<file path="src/csc_params.svh">
// Purpose: constants of the card supply class selector
// Assumes: included by its bare name
// Notes: byte values are answer-to-reset characters
`ifndef CSC_PARAMS_SVH
`define CSC_PARAMS_SVH

// ==========================================================
// answer-to-reset characters
`define CSC_TS_BYTE 8'h3B
`define CSC_T0_Y 4'h8
`define CSC_TD1_BYTE 8'h80
`define CSC_TD2_BYTE 8'h3F
`define CSC_GLOBAL_PROTO 4'hF

// ==========================================================
// byte positions in the answer
`define CSC_IDX_TS 5'h00
`define CSC_IDX_T0 5'h01
`define CSC_IDX_TD1 5'h02
`define CSC_IDX_TD2 5'h03
`define CSC_IDX_TA3 5'h04
`define CSC_IDX_TB3 5'h05
`define CSC_HIST_BASE 5'h06

// ==========================================================
// class indication byte layout
`define CSC_CLASS_W 5
`define CSC_CLASS_A_BIT 0
`define CSC_CLASS_B_BIT 1
`define CSC_CLASS_C_BIT 2
`define CSC_CLASS_D_BIT 3
`define CSC_CLASS_E_BIT 4
`define CSC_CLKSTOP_LSB 6

// ==========================================================
// reset values
`define CSC_DATA_RST 8'h00
`define CSC_TCK_RST 8'h00
`define CSC_IDX_RST 5'h00

`endif

</file>
<file path="src/csc_pkg.sv">
// Purpose: types of the card supply class selector
// Assumes: nothing
// Notes: state codes written out
package csc_pkg;

   typedef enum logic [1:0] {
      CSC_S_HOLD = 2'b00,
      CSC_S_ATR = 2'b01,
      CSC_S_RUN = 2'b10
   } csc_state_type;

   typedef struct packed {
      csc_state_type state;
      logic [4:0] idx;
      logic [7:0] data;
      logic full;
      logic [7:0] tck;
      logic app_active;
      logic app_sel;
   } csc_regs_type;

endpackage

</file>
<file path="src/csc_class_enc.sv">
// Purpose: builds the class indication byte
// Assumes: class_support may hold any pattern
// Notes: keeps only the lowest contiguous run of classes
`timescale 1ns/100ps
`include "csc_params.svh"

module csc_class_enc #(
   parameter int CLASS_W = `CSC_CLASS_W
) (
   input wire logic [CLASS_W-1:0] class_support,
   input wire logic [1:0] clk_stop_ind,
   output logic [7:0] class_byte,
   output logic class_trimmed
);
   import csc_pkg::*;

   logic [CLASS_W-1:0] run;
   logic in_run;
   logic stopped;

   // ==========================================================
   // lowest run of adjacent classes only
   always_comb begin
      run = '0;
      in_run = 1'b0;
      stopped = 1'b0;
      for (int i = 0; i < CLASS_W; i++) begin
         if (class_support[i] && !stopped) begin
            run[i] = 1'b1;
            in_run = 1'b1;
         end else if (in_run) begin
            stopped = 1'b1;
         end
      end
   end

   always_comb begin
      class_byte = 8'h00;
      class_byte[CLASS_W-1:0] = run;
      class_byte[`CSC_CLKSTOP_LSB +: 2] = clk_stop_ind;
   end

   assign class_trimmed = (run != class_support);

endmodule

</file>
<file path="src/csc_card_core.sv">
// Purpose: card side of supply class negotiation and answer-to-reset
// Assumes: all inputs but the asynchronous reset arst_n synchronous to core_clk; card_rst_n is the card reset line
// Notes: answer is TS T0 TD1 TD2 TA3 TB3 hist TCK, then responses pass
`timescale 1ns/100ps
`include "csc_params.svh"

module csc_card_core #(
   parameter int HIST_LEN = 4,
   parameter int CLASS_W = `CSC_CLASS_W
) (
   input wire logic core_clk,
   input wire logic arst_n,
   input wire logic card_rst_n,
   input wire logic [CLASS_W-1:0] class_support,
   input wire logic [1:0] clk_stop_ind,
   input wire logic [7:0] global_tb,
   output logic [3:0] hist_addr,
   input wire logic [7:0] hist_byte,
   output logic [7:0] out_data,
   output logic out_valid,
   input wire logic out_ready,
   input wire logic [7:0] resp_data,
   input wire logic resp_valid,
   output logic resp_ready,
   output logic atr_done,
   output logic class_trimmed,
   input wire logic app_select,
   input wire logic ac_required,
   input wire logic ac_verified,
   input wire logic cmd_done,
   input wire logic cmd_is_app,
   input wire logic cmd_is_status,
   output logic app_selected
);
   import csc_pkg::*;

   localparam logic [4:0] TCK_IDX = 5'(`CSC_HIST_BASE + HIST_LEN);
   localparam csc_regs_type REGS_RST = '{
      state: CSC_S_HOLD, idx: `CSC_IDX_RST, data: `CSC_DATA_RST, full: 1'b0,
      tck: `CSC_TCK_RST, app_active: 1'b0, app_sel: 1'b0};

   csc_regs_type regs_reg;
   csc_regs_type regs_next;
   logic [7:0] class_byte;
   logic [4:0] idx_inc;
   logic app_cmd_hit;

   csc_class_enc #(.CLASS_W(CLASS_W)) u_class (
      .class_support(class_support),
      .clk_stop_ind(clk_stop_ind),
      .class_byte(class_byte),
      .class_trimmed(class_trimmed)
   );

   // ==========================================================
   // outputs
   assign out_data = regs_reg.data;
   assign out_valid = (regs_reg.state == CSC_S_ATR) || 
                      ((regs_reg.state == CSC_S_RUN) && regs_reg.full);
   // nothing else leaves the card until the answer is out
   assign resp_ready = (regs_reg.state == CSC_S_RUN) && (!regs_reg.full || out_ready);
   assign atr_done = (regs_reg.state == CSC_S_RUN);
   assign app_selected = regs_reg.app_sel;
   assign hist_addr = 4'(regs_reg.idx - (`CSC_HIST_BASE - 5'h01));
   assign idx_inc = regs_reg.idx + 5'h01;
   // a STATUS after select does not count as an application command
   assign app_cmd_hit = cmd_done && cmd_is_app && !cmd_is_status && !ac_required;

   // ==========================================================
   // next state
   always_comb begin
      regs_next = regs_reg;
      case (regs_reg.state)
         CSC_S_HOLD: begin
            if (card_rst_n) begin
               regs_next.state = CSC_S_ATR;
               regs_next.idx = `CSC_IDX_TS;
               regs_next.data = `CSC_TS_BYTE;
               regs_next.tck = `CSC_TCK_RST;
            end
         end
         CSC_S_ATR: begin
            if (out_ready) begin
               regs_next.idx = idx_inc;
               if (regs_reg.idx != `CSC_IDX_TS) begin
                  regs_next.tck = regs_reg.tck ^ regs_reg.data;
               end
               if (regs_reg.idx == TCK_IDX) begin
                  regs_next.state = CSC_S_RUN;
                  regs_next.full = 1'b0;
               end else if (idx_inc == `CSC_IDX_T0) begin
                  regs_next.data = {`CSC_T0_Y, 4'(HIST_LEN)};
               end else if (idx_inc == `CSC_IDX_TD1) begin
                  regs_next.data = `CSC_TD1_BYTE;
               end else if (idx_inc == `CSC_IDX_TD2) begin
                  regs_next.data = `CSC_TD2_BYTE;
               end else if (idx_inc == `CSC_IDX_TA3) begin
                  regs_next.data = class_byte;
               end else if (idx_inc == `CSC_IDX_TB3) begin
                  regs_next.data = global_tb;
               end else if (idx_inc == TCK_IDX) begin
                  regs_next.data = regs_reg.tck ^ regs_reg.data;
               end else begin
                  regs_next.data = hist_byte;
               end
            end
         end
         CSC_S_RUN: begin
            if (out_ready) begin
               regs_next.full = 1'b0;
            end
            if (resp_valid && resp_ready) begin
               regs_next.data = resp_data;
               regs_next.full = 1'b1;
            end
            // a new select starts afresh; otherwise verify or command selects
            if (app_select) begin
               regs_next.app_active = 1'b1;
               regs_next.app_sel = 1'b0;
            end else if (regs_reg.app_active && (ac_verified || app_cmd_hit)) begin
               regs_next.app_sel = 1'b1;
            end
         end
         default: begin
            regs_next = REGS_RST;
         end
      endcase
      if (!card_rst_n) begin
         regs_next.state = CSC_S_HOLD;
         regs_next.full = 1'b0;
         regs_next.app_active = 1'b0;
         regs_next.app_sel = 1'b0;
      end
   end

   always_ff @(posedge core_clk or negedge arst_n) begin
      if (!arst_n) begin
         regs_reg <= REGS_RST;
      end else begin
         regs_reg <= regs_next;
      end
   end

   // ==========================================================
   // assertions
   logic [5:0] run6;
   assign run6 = {1'b0, class_byte[4:0]};

   property p_first_ts;
      @(posedge core_clk) disable iff (!arst_n)
         (regs_reg.state == CSC_S_HOLD) && card_rst_n |=> out_valid && (out_data == 8'h3B);
   endproperty
   a_first_ts: assert property (p_first_ts) else $error("answer does not open with TS");

   property p_no_resp_early;
      @(posedge core_clk) disable iff (!arst_n)
         !atr_done |-> !resp_ready;
   endproperty
   a_no_resp_early: assert property (p_no_resp_early) else $error("response before answer");

   property p_td2_global;
      @(posedge core_clk) disable iff (!arst_n)
         (regs_reg.state == CSC_S_ATR) && (regs_reg.idx == `CSC_IDX_TD2) |->
            (out_data[3:0] == `CSC_GLOBAL_PROTO) && out_data[4];
   endproperty
   a_td2_global: assert property (p_td2_global) else $error("TD2 not T=15 with TA3");

   property p_ta3_class;
      @(posedge core_clk) disable iff (!arst_n)
         (regs_reg.state == CSC_S_ATR) && (regs_reg.idx == `CSC_IDX_TD2) && out_ready |=>
            (out_data[4:0] != 5'h00 || class_support == '0) &&
            (out_data[7:5] == {clk_stop_ind[1:0], 1'b0});
   endproperty
   a_ta3_class: assert property (p_ta3_class) else $error("TA3 class byte wrong");

   property p_class_bits;
      @(posedge core_clk) disable iff (!arst_n)
         class_support[0] |-> class_byte[0];
   endproperty
   a_class_bits: assert property (p_class_bits) else $error("class A bit lost");

   property p_contig;
      @(posedge core_clk) disable iff (!arst_n)
         (((run6 | (run6 - 6'h01)) + 6'h01) & run6) == 6'h00;
   endproperty
   a_contig: assert property (p_contig) else $error("classes not contiguous");

   property p_status_only;
      @(posedge core_clk) disable iff (!arst_n)
         atr_done && card_rst_n && app_select
            ##1 (!ac_verified && !(cmd_done && !cmd_is_status)) [*2] |=> !app_selected;
   endproperty
   a_status_only: assert property (p_status_only) else $error("STATUS selected app");

   property p_sel_set;
      @(posedge core_clk) disable iff (!arst_n)
         atr_done && card_rst_n && regs_reg.app_active && !app_select &&
            (ac_verified || (cmd_done && cmd_is_app && !cmd_is_status && !ac_required))
            |=> app_selected;
   endproperty
   a_sel_set: assert property (p_sel_set) else $error("application not selected");

   property p_tck_end;
      @(posedge core_clk) disable iff (!arst_n)
         (regs_reg.state == CSC_S_ATR) && (regs_reg.idx == TCK_IDX) |->
            ((regs_reg.tck ^ regs_reg.data) == 8'h00);
   endproperty
   a_tck_end: assert property (p_tck_end) else $error("check byte wrong");

   c_atr_done: cover property (@(posedge core_clk) disable iff (!arst_n) $rose(atr_done));
   c_trim: cover property (@(posedge core_clk) disable iff (!arst_n) atr_done && class_trimmed);
   c_sel: cover property (@(posedge core_clk) disable iff (!arst_n) $rose(app_selected));
   c_resp: cover property (@(posedge core_clk) disable iff (!arst_n)
      atr_done && out_valid && out_ready);

endmodule

</file>
<file path="config.mk">
export PLATFORM = sky130hd
export DESIGN_NAME = csc_card_core
export DESIGN_NICKNAME = d
export VERILOG_FILES = /design/src/csc_pkg.sv /design/src/csc_class_enc.sv /design/src/csc_card_core.sv
export VERILOG_INCLUDE_DIRS = /design/src
export SDC_FILE = /design/constraint.sdc
export NUM_CORES = 1
export LEC_CHECK = 0
export ABC_AREA = 0
export ABC_CLOCK_PERIOD_IN_PS = 4350
export CAP_MARGIN = 15
export CORE_MARGIN = 2
export CORE_UTILIZATION = 60
export DETAILED_ROUTE_END_ITERATION = 8
export DONT_BUFFER_PORTS = 1
export PLACE_DENSITY_LB_ADDON = 0.2
export SLEW_MARGIN = 20
export SYNTH_ARGS = -nofsm -noshare
export SYNTH_HDL_FRONTEND = slang
export SYNTH_SLANG_ARGS = --single-unit
</file>
<file path="constraint.sdc">
create_clock -name core_clk -period 4.35 [get_ports core_clk]
set_clock_uncertainty 0.15 [all_clocks]
set_input_delay 0.2175 -clock core_clk [delete_from_list [all_inputs] [get_ports core_clk]]
set_output_delay 0.2175 -clock core_clk [all_outputs]
set_load 0.05 [all_outputs]
</file>
==> run_summary.xml <==
<?xml version="1.0" encoding="UTF-8"?>
<metrics>
  <group name="run_status">
    <metric name="outcome" unit="">complete, no violations</metric>
  </group>
  <group name="clock_tree">
    <metric name="clock_sink_count" unit="">26</metric>
    <metric name="post_cts_resized" unit="">0</metric>
    <metric name="clockBufferDepth" unit="">2</metric>
    <metric name="ctsRootBufferMaster" unit="">sky130_fd_sc_hd__clkbuf_4</metric>
    <metric name="cts_tree" unit="">done</metric>
    <metric name="cts_setup_buffers" unit="">0</metric>
    <metric name="path_clk_slew" unit="ns">0.14</metric>
    <metric name="ctsHtreeMaxLevel" unit="">1</metric>
    <metric name="clk-insertion-delay-late" unit="ns">0.32</metric>
    <metric name="cts-buffers-inserted" unit="">3</metric>
  </group>
  <group name="place">
    <metric name="place_hpwl" unit="um">3740</metric>
    <metric name="gp_congestion" unit="">0.865</metric>
    <metric name="port-buffer-count" unit="">0</metric>
    <metric name="dp_cell_count" unit="">279</metric>
    <metric name="placement.cell_area" unit="um2">2040</metric>
    <metric name="detailedPlace.worstSlack" unit="ns">1.53</metric>
  </group>
  <group name="timing">
    <metric name="fmax" unit="MHz">306</metric>
    <metric name="fin_worst_hold_slack" unit="ns">0.00719</metric>
    <metric name="postLayoutSetupSlackWorst" unit="ns">1.08</metric>
    <metric name="rsz_0062_raised_after_global_routing" unit="">false</metric>
    <metric name="timing.final.crit_period" unit="ns">3.27</metric>
    <metric name="slew_viol_final" unit="">0</metric>
    <metric name="setup_tns" unit="ns">0</metric>
    <metric name="worstMarginPinSlew" unit="ns">1.09</metric>
    <metric name="slew-limit-headroom" unit="%">26.5</metric>
    <metric name="final.period_utilization" unit="%">75.1</metric>
    <metric name="setup_viol_count_final" unit="">0</metric>
    <metric name="final_hold_viol_count" unit="">0</metric>
  </group>
  <group name="critical_path">
    <metric name="critical_path.startpoint" unit="">regs_reg[19]$_DFFE_PN0P_</metric>
    <metric name="cp_data_required_time" unit="ns">4.42</metric>
    <metric name="criticalPathCategory" unit="">flip-flop to flip-flop</metric>
    <metric name="setup.worst_path.start_class" unit="">flip-flop</metric>
    <metric name="timing.critical_path.to_type" unit="">flip-flop</metric>
    <metric name="critPathMaxFanout" unit="">11</metric>
    <metric name="rr_startpoint" unit="">regs_reg[19]$_DFFE_PN0P_</metric>
    <metric name="cp_data_arrival_time" unit="ns">3.34</metric>
  </group>
  <group name="floorplanning">
    <metric name="initial_core_utilization" unit="%">63.0</metric>
    <metric name="die_area" unit="um2">3990</metric>
    <metric name="die_w" unit="um">63.2</metric>
    <metric name="fp.coreArea" unit="um2">3340</metric>
    <metric name="rows" unit="">21</metric>
    <metric name="pin_count" unit="">59</metric>
    <metric name="floorplan.die.height" unit="um">63.2</metric>
  </group>
  <group name="logic_synthesis">
    <metric name="ys_top_cells_by_count" unit="">sky130_fd_sc_hd__o21ai_0, sky130_fd_sc_hd__dfrtp_1, sky130_fd_sc_hd__a21oi_1</metric>
    <metric name="synth.avg_cell_area" unit="um2">8.24</metric>
    <metric name="postSynthNetCount" unit="">302</metric>
    <metric name="synth_top_cells_by_area" unit="">sky130_fd_sc_hd__dfrtp_1, sky130_fd_sc_hd__o21ai_0, sky130_fd_sc_hd__a21oi_1</metric>
    <metric name="synthDistinctLibCells" unit="">52</metric>
    <metric name="synth.ff_latch_count" unit="">26</metric>
    <metric name="mappedNetlistArea" unit="um2">2100</metric>
    <metric name="ys_warn_count" unit="">0</metric>
    <metric name="synth-edff-count" unit="">0</metric>
    <metric name="netlist_instances" unit="">255</metric>
    <metric name="proportion_of_register_bits_with_asynchronous_set_or_reset_after_synthesis" unit="%">100</metric>
    <metric name="synth.yosys.seq_area_share" unit="%">31.0</metric>
    <metric name="synth_top_area_cell" unit="">sky130_fd_sc_hd__dfrtp_1</metric>
    <metric name="most_common_cell_in_the_netlist" unit="">sky130_fd_sc_hd__o21ai_0</metric>
    <metric name="postSynth.topFlopCell" unit="">sky130_fd_sc_hd__dfrtp_1</metric>
    <metric name="top_area_cell_type_share_of_the_netlist_area" unit="%">31.0</metric>
  </group>
  <group name="layout">
    <metric name="multi_input_comb_area" unit="um2">1280</metric>
    <metric name="layout_net_count" unit="">300</metric>
    <metric name="fillers" unit="">298</metric>
    <metric name="num_antenna_cells" unit="">0</metric>
    <metric name="stdcell_count" unit="">297</metric>
    <metric name="final_layout_size_suffix_gt1_share" unit="%">9.16</metric>
    <metric name="final_design_area_no_fill" unit="um2">2220</metric>
    <metric name="final-seq-area" unit="um2">651</metric>
    <metric name="layout-area-overhead-vs-synth" unit="%">5.60</metric>
    <metric name="largest_register_ff_count" unit="">17</metric>
  </group>
  <group name="route">
    <metric name="drtPass1Iterations" unit="">4</metric>
    <metric name="routedWlPerCell" unit="um">17.9</metric>
    <metric name="first_iter_violations" unit="">156</metric>
    <metric name="detail_route.drc_violations" unit="">0</metric>
    <metric name="dr_total_vias" unit="">1885</metric>
    <metric name="drt_wl_total" unit="um">5320</metric>
    <metric name="drt-vias-per-instance" unit="">6.35</metric>
    <metric name="antenna_left" unit="">0</metric>
  </group>
  <group name="global_route">
    <metric name="track_usage" unit="%">27.6</metric>
    <metric name="aggregate_global_routing_overflow" unit="">0</metric>
    <metric name="grt_start_max_net_pins" unit="">27</metric>
    <metric name="first_pass_grt_wire_length" unit="um">8910</metric>
    <metric name="antenna_found_initial" unit="">0</metric>
    <metric name="grt_pass1_vias" unit="">1847</metric>
  </group>
  <group name="power_and_ir_drop">
    <metric name="ir_worst_vdd" unit="mV">0.189</metric>
    <metric name="power.density_cell_area" unit="nW/um2">302</metric>
    <metric name="total_leakage_power" unit="nW">0.921</metric>
  </group>
  <group name="job">
    <metric name="drv.max_cap_violation_count" unit="">0</metric>
  </group>
  <group name="hold_path">
    <metric name="holdCritPathClass" unit="">input pin to flip-flop</metric>
    <metric name="worst_hold_startpoint" unit="">resp_data[0]</metric>
  </group>
</metrics>
[timing repair]
item                                    CTS  global route
endpoints found under the setup margin    0             0
endpoints found under the hold margin    43             0
hold buffers                             15             0
[critical path: stages, from the launching register on]
cell	delay [ns]
sky130_fd_sc_hd__dfrtp_1	0.55
sky130_fd_sc_hd__ha_1	0.44
sky130_fd_sc_hd__and3_4	0.26
sky130_fd_sc_hd__and3_1	0.15
sky130_fd_sc_hd__o31a_1	0.44
sky130_fd_sc_hd__mux2_2	0.40
sky130_fd_sc_hd__a21oi_1	0.13
sky130_fd_sc_hd__o21ai_0	0.08
sky130_fd_sc_hd__dlygate4sd3_1	0.57
[per-layer routing]
metal | track usage, % | wire length [um] | vias to the layer above
met4 | 6.52 | 48 | 0
met3 | 3.93 | 491 | 6
met5 | 0 | 0 | -
met1 | 38.1 | 2340 | 898
li1 | - | - | 909
met2 | 46.0 | 2440 | 72
[power by group]
part / leakage (nW) / internal [mW] / switching [mW]
sequential: 0.340 / 0.271 / 0.0838
combinational: 0.568 / 0.0868 / 0.124
clock: 0.0138 / 0.0325 / 0.0716
total: 0.921 / 0.391 / 0.280
[final timing paths]
| kind | to | slack, ns | cells after the start |
|---|---|---|---|
| worst max-delay path | out_data[6]$_DFFE_PN0P_ | 1.08 | 8 |
| worst min-delay path | out_data[0]$_DFFE_PN0P_ | 0.007 | 2 |
| worst max register to register | out_data[6]$_DFFE_PN0P_ | 1.08 | 8 |
| worst min register to register | regs_reg[10]$_DFFE_PN0P_ | 0.40 | 2 |
| max in group asynchronous | regs_reg[3]$_DFFE_PN0P_ | 3.74 | 2 |
| min in group asynchronous | regs_reg[22]$_DFFE_PN0P_ | 0.15 | 2 |
[cell type report]
| type | count | share of cell area [%] |
|---|---|---|
| clock buffers | 3 | 1.02 |
| inverters | 9 | 1.52 |
| multi-input cells | 196 | 57.6 |
| flip-flops and latches | 26 | 29.3 |
| well taps | 46 | 2.59 |
| repair buffers | 17 | 7.90 |
[cells by family (layout without fill, tap and decap cells)]
family          count (synthesis)  in the layout  synth area share, %
fa+ha+maj                       5              5                 2.98
flops                          26             26                 31.0
xor+xnor                       10             10                 4.17
compound gates                 90             90                 27.5
simple gates                   81             81                 20.8
mux                            10             10                 5.48
buf+inv                        33             29                 8.16
[per-stage QoR]
step / util, % / total power [mW]
6_report: 66.5 / 0.670
3_5_place_dp: 61.0 / 0.550
2_1_floorplan: - / 0.531
5_1_grt: 66.5 / 0.711
4_1_cts: 66.5 / 0.669
3_3_place_gp: 61.0 / 0.545
[cells in the final DEF (no fill, tap or decap), drive strengths merged, types with 3 or more instances in the layout]
cell          n
o21ai        35
dfrtp        26
a21oi        17
nand2        16
nor2         16
dlygate4sd3  14
nand2b       10
inv           9
nor2b         9
xor2          9
nand3         6
mux2          6
ha            5
nor3          4
nand4         4
mux2i         4
o211ai        4
a21o          3
a31o          3
a221oi        3
o31ai         3
clkbuf        3
and2          3
nor3b         3
a211oi        3
buf           3
(Power assumes the default switching activity.)
